--- config.mk ---
export PLATFORM = sky130hd
export DESIGN_NAME = bbm_top
export DESIGN_NICKNAME = d
export VERILOG_FILES = /design/src/verilog/bbm_pkg.sv /design/src/verilog/bbm_cyc_if.sv /design/src/verilog/bbm_addr_cmp.sv /design/src/verilog/bbm_space_cmp.sv /design/src/verilog/bbm_top.sv
export VERILOG_INCLUDE_DIRS = /design/src /design/src/verilog
export SDC_FILE = /design/constraint.sdc
export NUM_CORES = 1
export LEC_CHECK = 0
export BUFFER_PORTS_ARGS = -buffer_cell sky130_fd_sc_hd__buf_2
export CAP_MARGIN = 10
export CELL_PAD_IN_SITES_DETAIL_PLACEMENT = 1
export CELL_PAD_IN_SITES_GLOBAL_PLACEMENT = 2
export CORE_UTILIZATION = 32
export CTS_CLUSTER_SIZE = 16
export DETAILED_ROUTE_END_ITERATION = 16
export PLACE_DENSITY_LB_ADDON = 0.08
export SYNTH_ARGS = -nofsm -noshare
export SYNTH_HDL_FRONTEND = slang
export SYNTH_SLANG_ARGS = --single-unit
--- constraint.sdc ---
create_clock -name clk_i -period 3.4 [get_ports clk_i]
set_input_delay 0.34 -clock clk_i [delete_from_list [all_inputs] [get_ports clk_i]]
set_output_delay 0.34 -clock clk_i [all_outputs]
set_load 0.02 [all_outputs]
--- src/verilog/bbm_cfg.svh ---
// Register map, field positions and reset values of the breakpoint matcher
`ifndef BBM_CFG_SVH
`define BBM_CFG_SVH

`define BBM_OFS_ADDR     12'h000
`define BBM_OFS_CTRL     12'h004
`define BBM_OFS_STAT     12'h008
`define BBM_OFS_MASK     12'h00C

`define BBM_V_BIT        0
`define BBM_AS_LSB       1
`define BBM_AS_MSB       9
`define BBM_MA_LSB       10
`define BBM_MA_MSB       11
`define BBM_INV_BIT      12
`define BBM_SIZ_LSB      13
`define BBM_SIZ_MSB      14
`define BBM_SZIGN_BIT    15
`define BBM_RW_LSB       16
`define BBM_RW_MSB       17
`define BBM_BSEL_BIT     18
`define BBM_ACKE_BIT     19
`define BBM_CTRL_USED    32'h000F_FFFF

`define BBM_IRQ_BRK      0
`define BBM_IRQ_BUSERR   1
`define BBM_IRQ_USED     32'h0000_0003

`define BBM_ADDR_RST     32'h0000_0000
`define BBM_CTRL_RST     32'h0000_0000

`define BBM_MASK_2K      32'hFFFF_F800
`define BBM_MASK_8K      32'hFFFF_E000
`define BBM_MASK_32K     32'hFFFF_8000

`define BBM_FC_CPU       4'h7
`define BBM_TT_ACK       2'h3
`define BBM_TT_NORM      2'h0
`define BBM_ACK_TYPE     4'h0
`define BBM_ACK_LSB      16
`define BBM_ACK_MSB      19
`define BBM_AS_DMA       4'h8
`define BBM_AS_ACK       4'h7

`define BBM_CYC_W        46

`endif

--- src/verilog/bbm_pkg.sv ---
// Types shared by the breakpoint matcher modules
package bbm_pkg;

  typedef enum logic [1:0] {
    BBM_SZ_LONG = 2'b00,
    BBM_SZ_BYTE = 2'b01,
    BBM_SZ_WORD = 2'b10,
    BBM_SZ_TRI  = 2'b11
  } bbm_size_t;

  typedef enum logic [1:0] {
    BBM_DIR_RD   = 2'b00,
    BBM_DIR_WR   = 2'b01,
    BBM_DIR_BOTH = 2'b10,
    BBM_DIR_RSV  = 2'b11
  } bbm_dir_t;

  typedef enum logic [1:0] {
    BBM_MA_NONE = 2'b00,
    BBM_MA_2K   = 2'b01,
    BBM_MA_8K   = 2'b10,
    BBM_MA_32K  = 2'b11
  } bbm_ma_t;

endpackage

--- src/verilog/bbm_cyc_if.sv ---
// One monitored bus cycle as seen by the comparators
`timescale 1ns/1ps
`default_nettype none

interface bbm_cyc_if;
  logic                valid;
  logic [31:0]         addr;
  logic [1:0]          size;
  logic                rd;
  logic [3:0]          fc;
  logic                burst;
  logic [1:0]          tt;
  logic [2:0]          tm;
  logic                ext;

  modport src (output valid, addr, size, rd, fc, burst, tt, tm, ext);
  modport dst (input  valid, addr, size, rd, fc, burst, tt, tm, ext);
endinterface

`default_nettype wire

--- src/verilog/bbm_addr_cmp.sv ---
// Address, block and size comparison of one bus cycle
`timescale 1ns/1ps
`default_nettype none
`include "bbm_cfg.svh"

module bbm_addr_cmp (
  bbm_cyc_if.dst              cyc,      // Cycle under test
  input  wire logic [31:0]    bka_i,    // Programmed address
  input  wire bbm_pkg::bbm_ma_t ma_i,   // Block size code
  input  wire logic           inv_i,    // Invert block match
  input  wire logic           szign_i,  // Size ignore
  input  wire bbm_pkg::bbm_size_t psz_i, // Programmed size
  output logic                hit_o     // Address part matches
);

  logic [2:0]  last_byte;
  logic [2:0]  len_m1;
  logic        overlap;
  logic        exact;
  logic [31:0] amask;

  // Last byte lane touched inside the long word
  always_comb begin
    case (cyc.size)
      bbm_pkg::BBM_SZ_LONG: len_m1 = 3'd3;
      bbm_pkg::BBM_SZ_BYTE: len_m1 = 3'd0;
      bbm_pkg::BBM_SZ_WORD: len_m1 = 3'd1;
      default:              len_m1 = 3'd2;
    endcase
    last_byte = {1'b0, cyc.addr[1:0]} + len_m1;
  end

  always_comb begin
    if (bka_i[1:0] == 2'b01) begin
      overlap = !((cyc.addr[1:0] == 2'b00) &&
                  (cyc.size == bbm_pkg::BBM_SZ_BYTE));
    end else begin
      overlap = (cyc.addr[1:0] <= bka_i[1:0]) &&
                (last_byte >= {1'b0, bka_i[1:0]});
    end
  end

  always_comb begin
    case (ma_i)
      bbm_pkg::BBM_MA_2K:  amask = `BBM_MASK_2K;
      bbm_pkg::BBM_MA_8K:  amask = `BBM_MASK_8K;
      bbm_pkg::BBM_MA_32K: amask = `BBM_MASK_32K;
      default:             amask = '1;
    endcase
  end

  // size checked only for unmasked internal cycles
  assign exact = !szign_i && !cyc.ext;

  always_comb begin
    if (ma_i == bbm_pkg::BBM_MA_NONE) begin
      if (exact) begin
        hit_o = (cyc.addr == bka_i) && (cyc.size == psz_i);
      end else begin
        hit_o = (cyc.addr[31:2] == bka_i[31:2]) && overlap;
      end
    end else begin
      hit_o = ((cyc.addr & amask) == (bka_i & amask)) ^ inv_i;
    end
  end

endmodule

`default_nettype wire

--- src/verilog/bbm_space_cmp.sv ---
// Address space masking of one bus cycle
`timescale 1ns/1ps
`default_nettype none
`include "bbm_cfg.svh"

module bbm_space_cmp (
  bbm_cyc_if.dst              cyc,        // Cycle under test
  input  wire logic [8:0]     mask_i,     // Space mask bits
  output logic                blocked_o   // Space is masked
);

  logic [3:0] idx;
  logic       mapped;

  always_comb begin
    mapped = 1'b1;
    idx    = 4'h0;
    if (cyc.burst) begin
      // burst style cycles by transfer type and modifier
      if (cyc.tt == `BBM_TT_ACK) begin
        idx = `BBM_AS_ACK;
      end else if (cyc.tt == `BBM_TT_NORM) begin
        idx = {1'b0, cyc.tm};
      end else begin
        mapped = 1'b0;
      end
    end else begin
      // function code spaces, top bit is DMA
      idx = cyc.fc[3] ? `BBM_AS_DMA : {1'b0, cyc.fc[2:0]};
    end
  end

  assign blocked_o = mapped && mask_i[idx];

endmodule

`default_nettype wire

--- src/verilog/bbm_top.sv ---
// Bus breakpoint matcher with APB registers and interrupt
//
// The APB register port and the address map were left to the implementer.
`timescale 1ns/1ps
`default_nettype none
`include "bbm_cfg.svh"

module bbm_top (
  input  wire logic        clk_i,        // 40 MHz clock
  input  wire logic        rst_n_i,      // Sync reset, active low
  input  wire logic        psel_i,       // APB select
  input  wire logic        penable_i,    // APB enable
  input  wire logic        pwrite_i,     // APB write
  input  wire logic [11:0] paddr_i,      // APB byte address
  input  wire logic [31:0] pwdata_i,     // APB write data
  output logic      [31:0] prdata_o,     // APB read data
  output logic             pready_o,     // APB ready
  output logic             pslverr_o,    // APB error, unmapped
  input  wire logic        ib_valid_i,   // Internal cycle valid
  input  wire logic [31:0] ib_addr_i,    // Internal address
  input  wire logic [1:0]  ib_size_i,    // Internal size lines
  input  wire logic        ib_read_i,    // Internal read cycle
  input  wire logic [3:0]  ib_fc_i,      // Internal function code
  input  wire logic        eb_valid_i,   // External cycle valid
  input  wire logic [31:0] eb_addr_i,    // External address
  input  wire logic [1:0]  eb_size_i,    // External size lines
  input  wire logic        eb_read_i,    // External read cycle
  input  wire logic [3:0]  eb_fc_i,      // External function code
  input  wire logic        eb_burst_i,   // External burst style
  input  wire logic [1:0]  eb_tt_i,      // External transfer type
  input  wire logic [2:0]  eb_tm_i,      // External modifier
  output logic             break_request_out_o, // Break request
  output logic             bus_error_out_o,     // Bus error
  output logic             irq_o         // Interrupt level
);

  ////////////////////////////////////////////////////////////////////////
  // Registers and APB slave

  logic [31:0] breakpoint_address_reg_q;
  logic [31:0] breakpoint_control_reg_q;
  logic [31:0] irq_status_q;
  logic [31:0] irq_status_d;
  logic [31:0] irq_mask_q;
  logic [31:0] prdata_q;
  logic        pready_q;
  logic        pslverr_q;
  logic        wr_en;
  logic        setup;
  logic        mapped;
  logic [31:0] rd_mux;

  assign setup  = psel_i && !penable_i;
  assign wr_en  = psel_i && penable_i && pready_q && pwrite_i;
  assign mapped = (paddr_i == `BBM_OFS_ADDR) ||
                  (paddr_i == `BBM_OFS_CTRL) ||
                  (paddr_i == `BBM_OFS_STAT) ||
                  (paddr_i == `BBM_OFS_MASK);

  always_comb begin
    case (paddr_i)
      `BBM_OFS_ADDR: rd_mux = breakpoint_address_reg_q;
      `BBM_OFS_CTRL: rd_mux = breakpoint_control_reg_q;
      `BBM_OFS_STAT: rd_mux = irq_status_q;
      `BBM_OFS_MASK: rd_mux = irq_mask_q;
      default:       rd_mux = 32'h0000_0000;
    endcase
  end

  // Zero wait states: ready rises in the first access cycle
  always_ff @(posedge clk_i) begin
    if (!rst_n_i) begin
      pready_q  <= 1'b0;
      pslverr_q <= 1'b0;
      prdata_q  <= 32'h0000_0000;
    end else begin
      pready_q  <= setup;
      pslverr_q <= setup && !mapped;
      prdata_q  <= (setup && !pwrite_i) ? rd_mux : 32'h0000_0000;
    end
  end

  always_ff @(posedge clk_i) begin
    if (!rst_n_i) begin
      breakpoint_address_reg_q <= `BBM_ADDR_RST;
      breakpoint_control_reg_q <= `BBM_CTRL_RST;
      irq_mask_q               <= 32'h0000_0000;
    end else if (wr_en) begin
      if (paddr_i == `BBM_OFS_ADDR) begin
        breakpoint_address_reg_q <= pwdata_i;
      end
      if (paddr_i == `BBM_OFS_CTRL) begin
        breakpoint_control_reg_q <= pwdata_i & `BBM_CTRL_USED;
      end
      if (paddr_i == `BBM_OFS_MASK) begin
        irq_mask_q <= pwdata_i & `BBM_IRQ_USED;
      end
    end
  end

  assign prdata_o  = prdata_q;
  assign pready_o  = pready_q;
  assign pslverr_o = pslverr_q;

  ////////////////////////////////////////////////////////////////////////
  // Control fields

  logic                entry_ok_flag;
  logic [8:0]          space_mask_bits;
  bbm_pkg::bbm_ma_t    block_size_code;
  logic                invert_block_match;
  bbm_pkg::bbm_size_t  prog_size;
  logic                size_ignore;
  bbm_pkg::bbm_dir_t   direction_select;
  logic                bus_source_select;
  logic                ack_cycle_error_enable;

  assign entry_ok_flag      = breakpoint_control_reg_q[`BBM_V_BIT];
  assign space_mask_bits    =
    breakpoint_control_reg_q[`BBM_AS_MSB:`BBM_AS_LSB];
  assign block_size_code    = bbm_pkg::bbm_ma_t'(
    breakpoint_control_reg_q[`BBM_MA_MSB:`BBM_MA_LSB]);
  assign invert_block_match = breakpoint_control_reg_q[`BBM_INV_BIT];
  assign prog_size          = bbm_pkg::bbm_size_t'(
    breakpoint_control_reg_q[`BBM_SIZ_MSB:`BBM_SIZ_LSB]);
  assign size_ignore        = breakpoint_control_reg_q[`BBM_SZIGN_BIT];
  assign direction_select   = bbm_pkg::bbm_dir_t'(
    breakpoint_control_reg_q[`BBM_RW_MSB:`BBM_RW_LSB]);
  assign bus_source_select  = breakpoint_control_reg_q[`BBM_BSEL_BIT];
  assign ack_cycle_error_enable =
    breakpoint_control_reg_q[`BBM_ACKE_BIT];

  ////////////////////////////////////////////////////////////////////////
  // External bus synchroniser and cycle selection

  logic [`BBM_CYC_W-1:0] eb_raw;
  logic [`BBM_CYC_W-1:0] eb_s1_q;
  logic [`BBM_CYC_W-1:0] eb_s2_q;

  assign eb_raw = {eb_valid_i, eb_addr_i, eb_size_i, eb_read_i,
                   eb_fc_i, eb_burst_i, eb_tt_i, eb_tm_i};

  always_ff @(posedge clk_i) begin
    if (!rst_n_i) begin
      eb_s1_q <= '0;
      eb_s2_q <= '0;
    end else begin
      eb_s1_q <= eb_raw;
      eb_s2_q <= eb_s1_q;
    end
  end

  bbm_cyc_if cyc ();

  always_comb begin
    if (bus_source_select) begin
      {cyc.valid, cyc.addr, cyc.size, cyc.rd, cyc.fc, cyc.burst,
       cyc.tt, cyc.tm} = eb_s2_q;
      cyc.ext = 1'b1;
    end else begin
      cyc.valid = ib_valid_i;
      cyc.addr  = ib_addr_i;
      cyc.size  = bbm_pkg::bbm_size_t'(ib_size_i);
      cyc.rd    = ib_read_i;
      cyc.fc    = ib_fc_i;
      cyc.burst = 1'b0;
      cyc.tt    = 2'b00;
      cyc.tm    = 3'b000;
      cyc.ext   = 1'b0;
    end
  end

  ////////////////////////////////////////////////////////////////////////
  // Comparators and break request

  logic addr_hit;
  logic space_blocked;
  logic dir_ok;
  logic break_d;
  logic break_q;
  logic ack_cycle;
  logic buserr_d;
  logic buserr_q;

  bbm_addr_cmp u_addr (
    .cyc    (cyc),
    .bka_i  (breakpoint_address_reg_q),
    .ma_i   (block_size_code),
    .inv_i  (invert_block_match),
    .szign_i(size_ignore),
    .psz_i  (prog_size),
    .hit_o  (addr_hit)
  );

  bbm_space_cmp u_space (
    .cyc       (cyc),
    .mask_i    (space_mask_bits),
    .blocked_o (space_blocked)
  );

  // direction qualifier, reserved code never matches
  always_comb begin
    case (direction_select)
      bbm_pkg::BBM_DIR_RD:   dir_ok = cyc.rd;
      bbm_pkg::BBM_DIR_WR:   dir_ok = !cyc.rd;
      bbm_pkg::BBM_DIR_BOTH: dir_ok = 1'b1;
      default:               dir_ok = 1'b0;
    endcase
  end

  // valid entry, flag high in every clock that a matching cycle stays valid
  assign break_d = entry_ok_flag && cyc.valid && addr_hit &&
                   dir_ok && !space_blocked;

  // acknowledge cycle of the internal processor
  assign ack_cycle = ib_valid_i && (ib_fc_i == `BBM_FC_CPU) &&
                     (ib_addr_i[`BBM_ACK_MSB:`BBM_ACK_LSB] == `BBM_ACK_TYPE);
  assign buserr_d  = ack_cycle_error_enable && ack_cycle;

  always_ff @(posedge clk_i) begin
    if (!rst_n_i) begin
      break_q  <= 1'b0;
      buserr_q <= 1'b0;
    end else begin
      break_q  <= break_d;
      buserr_q <= buserr_d;
    end
  end

  assign break_request_out_o = break_q;
  assign bus_error_out_o     = buserr_q;

  ////////////////////////////////////////////////////////////////////////
  // Interrupt status, write one to clear, set wins

  logic irq_q;

  always_comb begin
    irq_status_d = irq_status_q;
    if (wr_en && (paddr_i == `BBM_OFS_STAT)) begin
      irq_status_d = irq_status_q & ~pwdata_i;
    end
    if (break_d) begin
      irq_status_d[`BBM_IRQ_BRK] = 1'b1;
    end
    if (buserr_d) begin
      irq_status_d[`BBM_IRQ_BUSERR] = 1'b1;
    end
    irq_status_d = irq_status_d & `BBM_IRQ_USED;
  end

  always_ff @(posedge clk_i) begin
    if (!rst_n_i) begin
      irq_status_q <= 32'h0000_0000;
      irq_q        <= 1'b0;
    end else begin
      irq_status_q <= irq_status_d;
      irq_q        <= |(irq_status_d & irq_mask_q);
    end
  end

  assign irq_o = irq_q;
endmodule

`default_nettype wire

==> results.sh, run 1 <==
export IMPL_grt_pass1_wl_mm=31.3
export IMPL_coreArea_sq_um=21900
export IMPL_syn_nets=878
export IMPL_antenna_found_initial=8
export IMPL_whs_path_depth=2
export IMPL_synth_warnings=0
export IMPL_power_leakage_nw=3.52
export IMPL_timing_final_crit_period_ps=3190
export IMPL_path_buf_inv=1
export IMPL_yosysUniqueCellTypes=55
export IMPL_detail_route_antenna_nets=0
export IMPL_clk_root_buffer_cell="clkbuf_16"
export IMPL_powerDensity_nw_per_um2=501
export IMPL_synth_seq_cells=185
export IMPL_cp_start_kind="flop"
export IMPL_fin_area_sq_um=8900
export IMPL_cp_arrival_ps=3510
export IMPL_critical_path_depth=11
export IMPL_dpl_cell_area_sq_um=8300
export IMPL_wl_per_cell_um=17.1
export IMPL_postCtsSetupBuffers=0
export IMPL_ir_drop_mv=0.254
export IMPL_die_w_um=152
export IMPL_ctsResizeCount=0
export IMPL_drv_slew=0
export IMPL_dp_final_hpwl_mm=15.2
export IMPL_synth_top_area_share_pct=51.8
export IMPL_yosys_top_cells_area="dfxtp_1, and2_1, nand2_1"
export IMPL_crit_required_ps=3720
export IMPL_grt_pass1_vias=5827
export IMPL_yosysSeqAreaShare_pct=51.8
export IMPL_slew_headroom_pct=55.6
export IMPL_drv_cap=0
export IMPL_skew_ps=26.9
export IMPL_fp_row_count=54
export IMPL_cp_top_family="adder cells"
export IMPL_rsz0062_at_grt="false"
export IMPL_cts_buffers=17
export IMPL_cts_tree="done"
export IMPL_die_h_um=152
export IMPL_syn_inst=733
export IMPL_ioPinCount=172
export IMPL_synth_commonest_cells="dfxtp_1, nand2_1, and2_1"
export IMPL_h_tree_depth=4
export IMPL_viasPerCell=4.66
export IMPL_cp_max_fo=6
export IMPL_yosysTopAreaCell="dfxtp_1"
export IMPL_overflow=0
export IMPL_clkSlewWorstSetupHoldPaths_ps=80
export IMPL_synth_ff_type="dfxtp_1"
export IMPL_synth_edf_count=0
export IMPL_clk_path_buf_depth=2
export IMPL_status="complete, no violations"
export IMPL_postRouteWirelength_mm=20.4
export IMPL_drive_gt1_share_pct=25.8
export IMPL_io_buffers=171
export IMPL_finish_utilization_pct=40.6
export IMPL_max_freq_mhz=314
export IMPL_clock_latency_ps=430
export IMPL_min_period_over_period_pct=93.7
export IMPL_firstDrtPassIters=4
export IMPL_hold_viol_final=0
export IMPL_syn_avg_cell_area_sq_um=9.76
export IMPL_finalSetupViolCount=0
export IMPL_tightest_slew_ps=665
export IMPL_cts_sinks=185
export IMPL_grt_usage_pct=18.4
export IMPL_fin_total_pwr_mw=4.46
export IMPL_yosysMostFrequentCell="dfxtp_1"
export IMPL_area_growth_syn_to_layout_pct=24.4
export IMPL_path_common_cell="ha_1"
export IMPL_grt_max_degree=83
export IMPL_path_cells="mux2i_2, inv_1, ha_1, fa_1, ha_1, a211o_1, a21oi_1, o32a_1, o41ai_2, nand3_1, a221oi_2"
export IMPL_syn_cell_area_sq_um=7150
export IMPL_drc=0
export IMPL_min_delay_path_class="in -> reg"
export IMPL_cpMaxStageDelayCell="fa_1"
export IMPL_fp_dieArea_sq_um=23000
export IMPL_reg2reg_depth=11
export IMPL_nets=1039
export IMPL_max_stage_delay_ps=490
export IMPL_initial_core_util_pct=32.7
export IMPL_nFillCells=2517
export IMPL_hold_buffers=0
export IMPL_vias=5545
export IMPL_drt_initial_drc_count=176
export IMPL_tns_ps=0
export IMPL_place_congestion=0.839
export IMPL_timing_setup_critical_path_class="reg -> reg"
export IMPL_crit_path_end_kind="flop"
export IMPL_async_flop_share_pct=0
-- cell type report --
cell class              count  area, sq um  share of cell area [%]
flip-flops and latches    185         3700                    41.6
diodes                      4         10.0                   0.112
clock buffers              18          439                    4.94
clock inverters            14          150                    1.69
well taps                 280          350                    3.94
inverters                   7         26.3                   0.295
repair buffers            185          963                    10.8
multi-input cells         498         3250                    36.6
-- flip-flops by register name, indices dropped and copies added, names as in the netlist --
register	flops
irq_status_q	2
eb_s1_q	46
irq_mask_q	2
bus_error_out_o	1
pslverr_o	1
breakpoint_address_reg_q	32
break_request_out_o	1
irq_o	1
breakpoint_control_reg_q	20
pready_o	1
eb_s2_q	46
prdata_o	32
-- power breakdown --
| group | switching (mW) | internal, mW | leakage, nW |
|---|---|---|---|
| combinational | 0.112 | 0.129 | 1.72 |
| sequential | 0.0127 | 2.22 | 1.51 |
| clock | 0.926 | 1.06 | 0.282 |
-- layout by cell type, fill, tap and decap left out, types with 3 or more instances in the layout --
master / n
nand2_1: 115
and2_1: 109
a21oi_1: 11
mux2i_1: 35
a21o_1: 3
a22oi_1: 18
ha_1: 9
xor2_1: 8
diode_2: 4
nand3_1: 13
nor2_1: 29
a21boi_0: 52
inv_6: 5
inv_1: 7
clkbuf_16: 17
nand4_1: 3
nor3_1: 4
o21ai_0: 8
clkinvlp_4: 3
buf_4: 15
dfxtp_1: 184
nor2b_1: 8
nor4_1: 6
buf_2: 170
xnor2_1: 24
inv_8: 4
-- cell families after synthesis --
kind of cell / synth area share (%)
flip-flops: 51.8
AND/OR/NAND/NOR: 21.9
XOR/XNOR: 3.92
multiplexers: 6.24
buffers and inverters: 2.97
AO/OA/AOI/OAI: 11.4
adder cells (fa/ha/maj): 1.85
-- layer usage --
layer,global-route usage (%),share of wire (%),vias to the layer above
met5,0,0.29,-
met3,5.45,5.4,15
met1,23.9,47,2626
li1,-,-,2767
met4,5.45,0.68,8
met2,29.3,46,129
-- worst reg2reg max path, stage by stage (launching register included) --
cell,delay (ps)
dfxtp_2,410
mux2i_2,360
inv_1,80
ha_1,320
fa_1,490
ha_1,300
a211o_1,120
a21oi_1,60
o32a_1,200
o41ai_2,370
nand3_1,140
a221oi_2,250
-- path summary, 6_finish.rpt --
| path | start | endpoint | slack (ps) |
|---|---|---|---|
| min reg2reg | eb_s1_q[45] | eb_s2_q[45] | 430 |
| max | breakpoint_control_reg_q[18] | irq_o | 210 |
| min | eb_addr_i[2] | eb_s1_q[15] | 110 |
| max reg2reg | breakpoint_control_reg_q[18] | irq_o | 210 |
-- metrics by stage --
stage               setup slack, ps  std cells  hold slack, ps
finish                          215       1191             109
global route                   86.5       1189            96.6
CTS                             225       1187            90.4
detailed placement              272       1155             420
global placement                388       1155             415
floorplan                       345        733             412
Note: power is estimated with default switching activity, not from simulation.
==> run 2, diff against run 1 <==
--- a/config.mk
+++ b/config.mk
@@ -10,6 +10,7 @@
 export CAP_MARGIN = 10
 export CELL_PAD_IN_SITES_DETAIL_PLACEMENT = 1
 export CELL_PAD_IN_SITES_GLOBAL_PLACEMENT = 2
+export CORE_MARGIN = 2
 export CORE_UTILIZATION = 32
 export CTS_CLUSTER_SIZE = 16
 export DETAILED_ROUTE_END_ITERATION = 16
==> run 2 against run 1 <==
Effect of this change: routed wire length increased by 1.0%; total power shrank 0.12%; via count is 0.76% higher; worst setup slack hardly changed; die area grew 2.7%; worst hold slack got worse by 12 ps; combinational power barely moved; clock power about the same; sequential power is essentially flat.
==> results.sh, run 2 (same netlist as run 1, synthesis figures left out) <==
export IMPL_status="complete, no violations"
export IMPL_coreArea_sq_um=21900
export IMPL_fin_area_sq_um=8890
export IMPL_overflow=0
export IMPL_tightest_slew_ps=652
export IMPL_clkSlewWorstSetupHoldPaths_ps=70
export IMPL_ioPinCount=172
export IMPL_cts_sinks=185
export IMPL_cts_tree="done"
export IMPL_timing_setup_critical_path_class="reg -> reg"
export IMPL_dp_final_hpwl_mm=15.3
export IMPL_p_sw_share_pct=24.8
export IMPL_grt_pass1_wl_mm=32.8
export IMPL_p_int_mw=3.35
export IMPL_detail_route_antenna_nets=0
export IMPL_cts_buffers=17
export IMPL_fp_dieArea_sq_um=23600
export IMPL_layout_commonest_cell="dfxtp_1"
export IMPL_hold_path_startpoint="penable_i"
export IMPL_multi_input_area_sq_um=3250
export IMPL_clock_latency_ps=430
export IMPL_min_delay_path_class="in -> reg"
export IMPL_initial_core_util_pct=32.7
export IMPL_reg2reg_to="irq_o"
export IMPL_finalSetupViolCount=0
export IMPL_hold_buffers=0
export IMPL_skew_ps=8.28
export IMPL_min_period_over_period_pct=93.7
export IMPL_min_to="pready_o"
export IMPL_postCtsSetupBuffers=0
export IMPL_rsz0062_at_grt="false"
export IMPL_grt_pass1_vias=6053
export IMPL_worst_slack_ps=215
export IMPL_combPwrFrac_pct=5.4
export IMPL_crit_path_end_kind="flop"
export IMPL_cp_start_kind="flop"
export IMPL_final_cell_mix="dfxtp_1, buf_2, nand2_1"
export IMPL_place_worst_setup_slack_ps=236
export IMPL_reg2reg_depth=10
export IMPL_place_congestion=0.865
export IMPL_power_leakage_nw=3.52
export IMPL_drv_cap=0
export IMPL_reg_top3="eb_s1_q (46), eb_s2_q (46)"
export IMPL_h_tree_depth=4
export IMPL_timing_final_crit_period_ps=3190
export IMPL_grt_usage_pct=17.8
export IMPL_power_frac_seq_pct=50.0
export IMPL_die_h_um=154
export IMPL_crit_required_ps=3750
export IMPL_cp_arrival_ps=3530
export IMPL_cp_max_fo=20
export IMPL_postRouteWirelength_mm=20.6
export IMPL_antenna_found_initial=8
export IMPL_die_w_um=154
export IMPL_switchingPower_mw=1.10
export IMPL_fp_row_count=54
export IMPL_drive_gt1_share_pct=25.7
export IMPL_io_buffers=171
export IMPL_wl_per_cell_um=17.3
export IMPL_ctsResizeCount=0
export IMPL_seq_area_sq_um=3700
export IMPL_dpl_cell_area_sq_um=8290
export IMPL_hold_viol_final=0
export IMPL_reg2reg_slack_ps=210
export IMPL_drv_slew=0
export IMPL_vias=5587
export IMPL_slew_headroom_pct=56.5
export IMPL_powerDensity_nw_per_um2=501
export IMPL_viasPerCell=4.69
export IMPL_clk_path_buf_depth=2
export IMPL_firstDrtPassIters=6
export IMPL_max_freq_mhz=314
export IMPL_whs_path_depth=2
export IMPL_area_growth_syn_to_layout_pct=24.3
export IMPL_tns_ps=0
export IMPL_rr_startpoint="breakpoint_control_reg_q[18]"
export IMPL_finish_utilization_pct=40.6
export IMPL_ir_drop_mv=0.265
export IMPL_drt_initial_drc_count=164
export IMPL_grt_max_degree=81
export IMPL_nets=1038
export IMPL_pwr_share_clk_pct=44.6
export IMPL_nFillCells=2550
export IMPL_drc=0
export IMPL_clk_root_buffer_cell="clkbuf_16"
## run 2: cell types whose count changed in the layout (fill, tap and decap cells not counted), sizes merged
cell,delta
inv,-2
clkinv,+6
buf,-1
clkinvlp,-3
bufinv,-1
## run 2: power groups by stage
stage               logic (mW)  registers, mW  clock network [mW]
detailed placement       0.244           2.28                   0
global route             0.271           2.23                2.14
floorplan                0.123           2.28                   0
CTS                      0.245           2.23                2.04
finish                   0.241           2.23                1.98
global placement         0.234           2.28                   0
## run 2: cell type report
cell class | instances | share of cell area [%]
Antenna cell | 4 | 0.113
Tap cell | 280 | 3.94
Clock buffer | 18 | 4.94
Timing Repair Buffer | 184 | 10.7
Multi-Input combinational cell | 498 | 36.6
Inverter | 7 | 0.295
Sequential cell | 185 | 41.7
Clock inverter | 14 | 1.72
## run 2: worst max-delay path by stage
| stage | to | slack [ps] | startpoint |
|---|---|---|---|
| 6_report | irq_o | 210 | breakpoint_control_reg_q[18] |
| 5_1_grt | irq_o | 40 | breakpoint_control_reg_q[18] |
| 4_1_cts | irq_o | 210 | breakpoint_control_reg_q[18] |
| 3_5_place_dp | irq_o | 240 | breakpoint_control_reg_q[18] |
| 3_3_place_gp | irq_o | 390 | breakpoint_control_reg_q[18] |
| 2_1_floorplan | irq_o | 340 | breakpoint_control_reg_q[18] |
## run 2: critical path, cell delays in order (launching register included)
cell and delay, ps:
dfxtp_2 400, buf_4 290, mux2_2 420, fa_1 510, ha_1 300, a211o_1 140
a21oi_1 80, o32a_1 210, o41ai_2 370, nand3_1 140, a221oi_2 240
## run 2: metrics by stage
step | std cells | power, mW | hold slack (ps)
floorplan | 733 | 2.40 | 412
global placement | 1154 | 2.51 | 415
detailed placement | 1154 | 2.53 | 420
CTS | 1186 | 4.52 | 80.6
global route | 1187 | 4.65 | 83.9
finish | 1190 | 4.45 | 97.0
## run 2: routing by layer
layer | GRT usage [%] | share of wire, % | vias to the layer above
li1 | - | - | 2765
met1 | 23.7 | 47 | 2641
met2 | 28.7 | 45 | 155
met3 | 5.19 | 6.3 | 18
met4 | 3.93 | 0.67 | 8
met5 | 0 | 0.25 | -
==> run 3, diff against run 2 <==
--- a/config.mk
+++ b/config.mk
@@ -6,12 +6,14 @@
 export SDC_FILE = /design/constraint.sdc
 export NUM_CORES = 1
 export LEC_CHECK = 0
+export ABC_AREA = 1
 export BUFFER_PORTS_ARGS = -buffer_cell sky130_fd_sc_hd__buf_2
 export CAP_MARGIN = 10
 export CELL_PAD_IN_SITES_DETAIL_PLACEMENT = 1
 export CELL_PAD_IN_SITES_GLOBAL_PLACEMENT = 2
 export CORE_MARGIN = 2
-export CORE_UTILIZATION = 32
+export CORE_UTILIZATION = 29
+export CTS_BUF_LIST = sky130_fd_sc_hd__clkbuf_16
 export CTS_CLUSTER_SIZE = 16
 export DETAILED_ROUTE_END_ITERATION = 16
 export PLACE_DENSITY_LB_ADDON = 0.08
==> run 3 against run 2 <==
Effect of this change: global-route usage increased by 0.22 points; via count grew 27%; synthesized cell count rose by 53%; worst setup slack gained 320 ps; critical path depth up 10; die area rose by 20%; combinational power is 22% higher; critical path type unchanged; highest routed layer unchanged; sequential share of layout area fell by 2.8 points; routed wire length increased by 21%; register-to-register slack better by 320 ps; worst hold slack got worse by 21 ps.
==> results.sh, run 3 <==
export IMPL_status="complete, no violations"
export IMPL_reg2reg_to="irq_o"
export IMPL_syn_cell_area_sq_um=7820
export IMPL_drc=0
export IMPL_worst_slack_ps=532
export IMPL_synth_edf_count=0
export IMPL_viasPerCell=4.34
export IMPL_vias=7091
export IMPL_slew_headroom_pct=37.4
export IMPL_clk_root_buffer_cell="clkbuf_16"
export IMPL_synth_commonest_cells="nand2_1, inv_1, dfxtp_1"
export IMPL_finalSetupViolCount=0
export IMPL_tns_ps=0
export IMPL_yosysTopAreaCell="dfxtp_1"
export IMPL_drv_slew=0
export IMPL_yosysMostFrequentCell="nand2_1"
export IMPL_die_h_um=168
export IMPL_cts_sinks=185
export IMPL_layout_commonest_cell="nand2_1"
export IMPL_dp_final_hpwl_mm=18.5
export IMPL_synth_compound_area_share_pct=9.52
export IMPL_hold_buffers=0
export IMPL_powerDensity_nw_per_um2=473
export IMPL_grt_pass1_vias=7162
export IMPL_initial_core_util_pct=29.3
export IMPL_ir_drop_mv=0.223
export IMPL_cp_start_kind="flop"
export IMPL_power_leakage_nw=4.92
export IMPL_rsz0062_at_grt="false"
export IMPL_syn_nets=1268
export IMPL_nFillCells=3467
export IMPL_syn_avg_cell_area_sq_um=6.96
export IMPL_clock_latency_ps=440
export IMPL_ctsResizeCount=0
export IMPL_syn_inst=1123
export IMPL_area_growth_syn_to_layout_pct=22.0
export IMPL_rr_startpoint="breakpoint_control_reg_q[18]"
export IMPL_synth_top_area_share_pct=47.4
export IMPL_synth_top_family_by_area="simple AND/OR/NAND/NOR gates"
export IMPL_synth_warnings=0
export IMPL_place_congestion=0.808
export IMPL_crit_required_ps=3780
export IMPL_drive_gt1_share_pct=17.5
export IMPL_hold_viol_final=0
export IMPL_synth_simple_area_share_pct=27.7
export IMPL_fp_row_count=60
export IMPL_h_tree_depth=4
export IMPL_timing_setup_critical_path_class="reg -> reg"
export IMPL_crit_path_end_kind="flop"
export IMPL_reg2reg_depth=20
export IMPL_place_worst_setup_slack_ps=521
export IMPL_synth_xor_area_share_pct=0
export IMPL_cts_buffers=17
export IMPL_postCtsSetupBuffers=0
export IMPL_whs_ps=75.6
export IMPL_tightest_slew_ps=938
export IMPL_clk_path_buf_depth=2
export IMPL_cp_max_fo=15
export IMPL_grt_pass1_wl_mm=39.3
export IMPL_synthAdderAreaFrac_pct=1.70
export IMPL_coreArea_sq_um=26700
export IMPL_wl_per_cell_um=15.3
export IMPL_yosysUniqueCellTypes=30
export IMPL_yosys_top_cells_area="dfxtp_1, nand2_1, inv_1"
export IMPL_min_to="eb_s1_q[38]"
export IMPL_ioPinCount=172
export IMPL_multi_input_area_sq_um=3050
export IMPL_overflow=0
export IMPL_synthMuxAreaShare_pct=0
export IMPL_detail_route_antenna_nets=0
export IMPL_reg_top3="eb_s1_q (46), eb_s2_q (46)"
export IMPL_drv_cap=0
export IMPL_async_flop_share_pct=0
export IMPL_drt_initial_drc_count=349
export IMPL_antenna_found_initial=5
export IMPL_skew_ps=10.6
export IMPL_die_w_um=168
export IMPL_cp_arrival_ps=3250
export IMPL_min_delay_path_class="in -> reg"
export IMPL_timing_final_crit_period_ps=2870
export IMPL_whs_path_depth=3
export IMPL_seq_area_sq_um=3700
export IMPL_max_freq_mhz=349
export IMPL_clkSlewWorstSetupHoldPaths_ps=80
export IMPL_reg2reg_slack_ps=530
export IMPL_synth_ff_type="dfxtp_1"
export IMPL_final_cell_mix="nand2_1, inv_1, dfxtp_1"
export IMPL_firstDrtPassIters=4
export IMPL_grt_max_degree=96
export IMPL_crit_start="breakpoint_control_reg_q[18]"
export IMPL_io_buffers=171
export IMPL_hold_path_startpoint="eb_addr_i[25]"
export IMPL_fp_dieArea_sq_um=28300
export IMPL_synth_seq_cells=185
export IMPL_yosysSeqAreaShare_pct=47.4
export IMPL_cts_tree="done"
export IMPL_postRouteWirelength_mm=24.9
export IMPL_nets=1422
export IMPL_min_period_over_period_pct=84.4
export IMPL_grt_usage_pct=18.0
==> run 3: stage by stage <==
| step | cell area [sq um] | power (mW) | util (%) | cells |
|---|---|---|---|---|
| after floorplan | 7820 | 2.43 | - | 1123 |
| after global placement | 8950 | 2.58 | 33.5 | 1599 |
| after detailed placement | 8950 | 2.59 | 33.5 | 1599 |
| after CTS | 9530 | 4.58 | 35.7 | 1631 |
| after global routing | 9540 | 4.72 | 35.7 | 1632 |
| final | 9540 | 4.51 | 35.7 | 1635 |
==> run 3: routing by layer <==
metal  share of wire, %  vias up  GRT usage (%)
met2                 43      125           28.1
met4                1.0        2           3.94
met3                4.8       18           3.97
met5              0.036        -              0
met1                 51     3192           25.4
li1                   -     3754              -
==> run 3: logic make-up (layout without fill, tap and decap cells) <==
kind of cell               count (synthesis)  in the layout
and+or+nand+nor                          529            529
buffers and inverters                    269            436
DFF                                      185            185
AOI/OAI and AO/OA                        130            130
adders and majority gates                 10             10
other                                      0              4
==> run 3: power breakdown <==
group / internal (mW) / total, mW / leakage [nW] / switching, mW
combinational: 0.119 / 0.295 / 3.12 / 0.176
clock: 0.986 / 1.98 / 0.284 / 0.996
sequential: 2.22 / 2.23 / 1.51 / 0.0173
==> run 3: how the worst max path moves through the flow <==
stage	endpoint	slack (ps)
floorplan	irq_o	760
global placement	irq_o	640
detailed placement	irq_o	520
CTS	irq_o	500
global route	irq_o	180
finish	irq_o	530
==> run 3: layout make-up <==
type,instances,area share (%)
Sequential cell,185,38.8
Clock inverter,15,1.61
Inverter,224,8.86
Clock buffer,17,4.46
Timing Repair Buffer,180,9.70
Antenna cell,4,0.105
Multi-Input combinational cell,669,32.0
Tap cell,341,4.47
==> run 3: worst max-delay path, cell delays in order, from the launching register on <==
cell and delay (ps):
dfxtp_2 430, buf_4 240, nand2_1 100, nand2_1 120, ha_1 260, fa_1 460
ha_1 280, o21ai_0 70, nand2_1 60, nand2_1 50, nand2_1 50, nand2_1 50
nand2_1 50, nand3_1 70, nor2_1 90, nor2_1 50, nor2_2 90, nand3_2 90
nand2_2 70, nand2_1 50, nand2_1 50
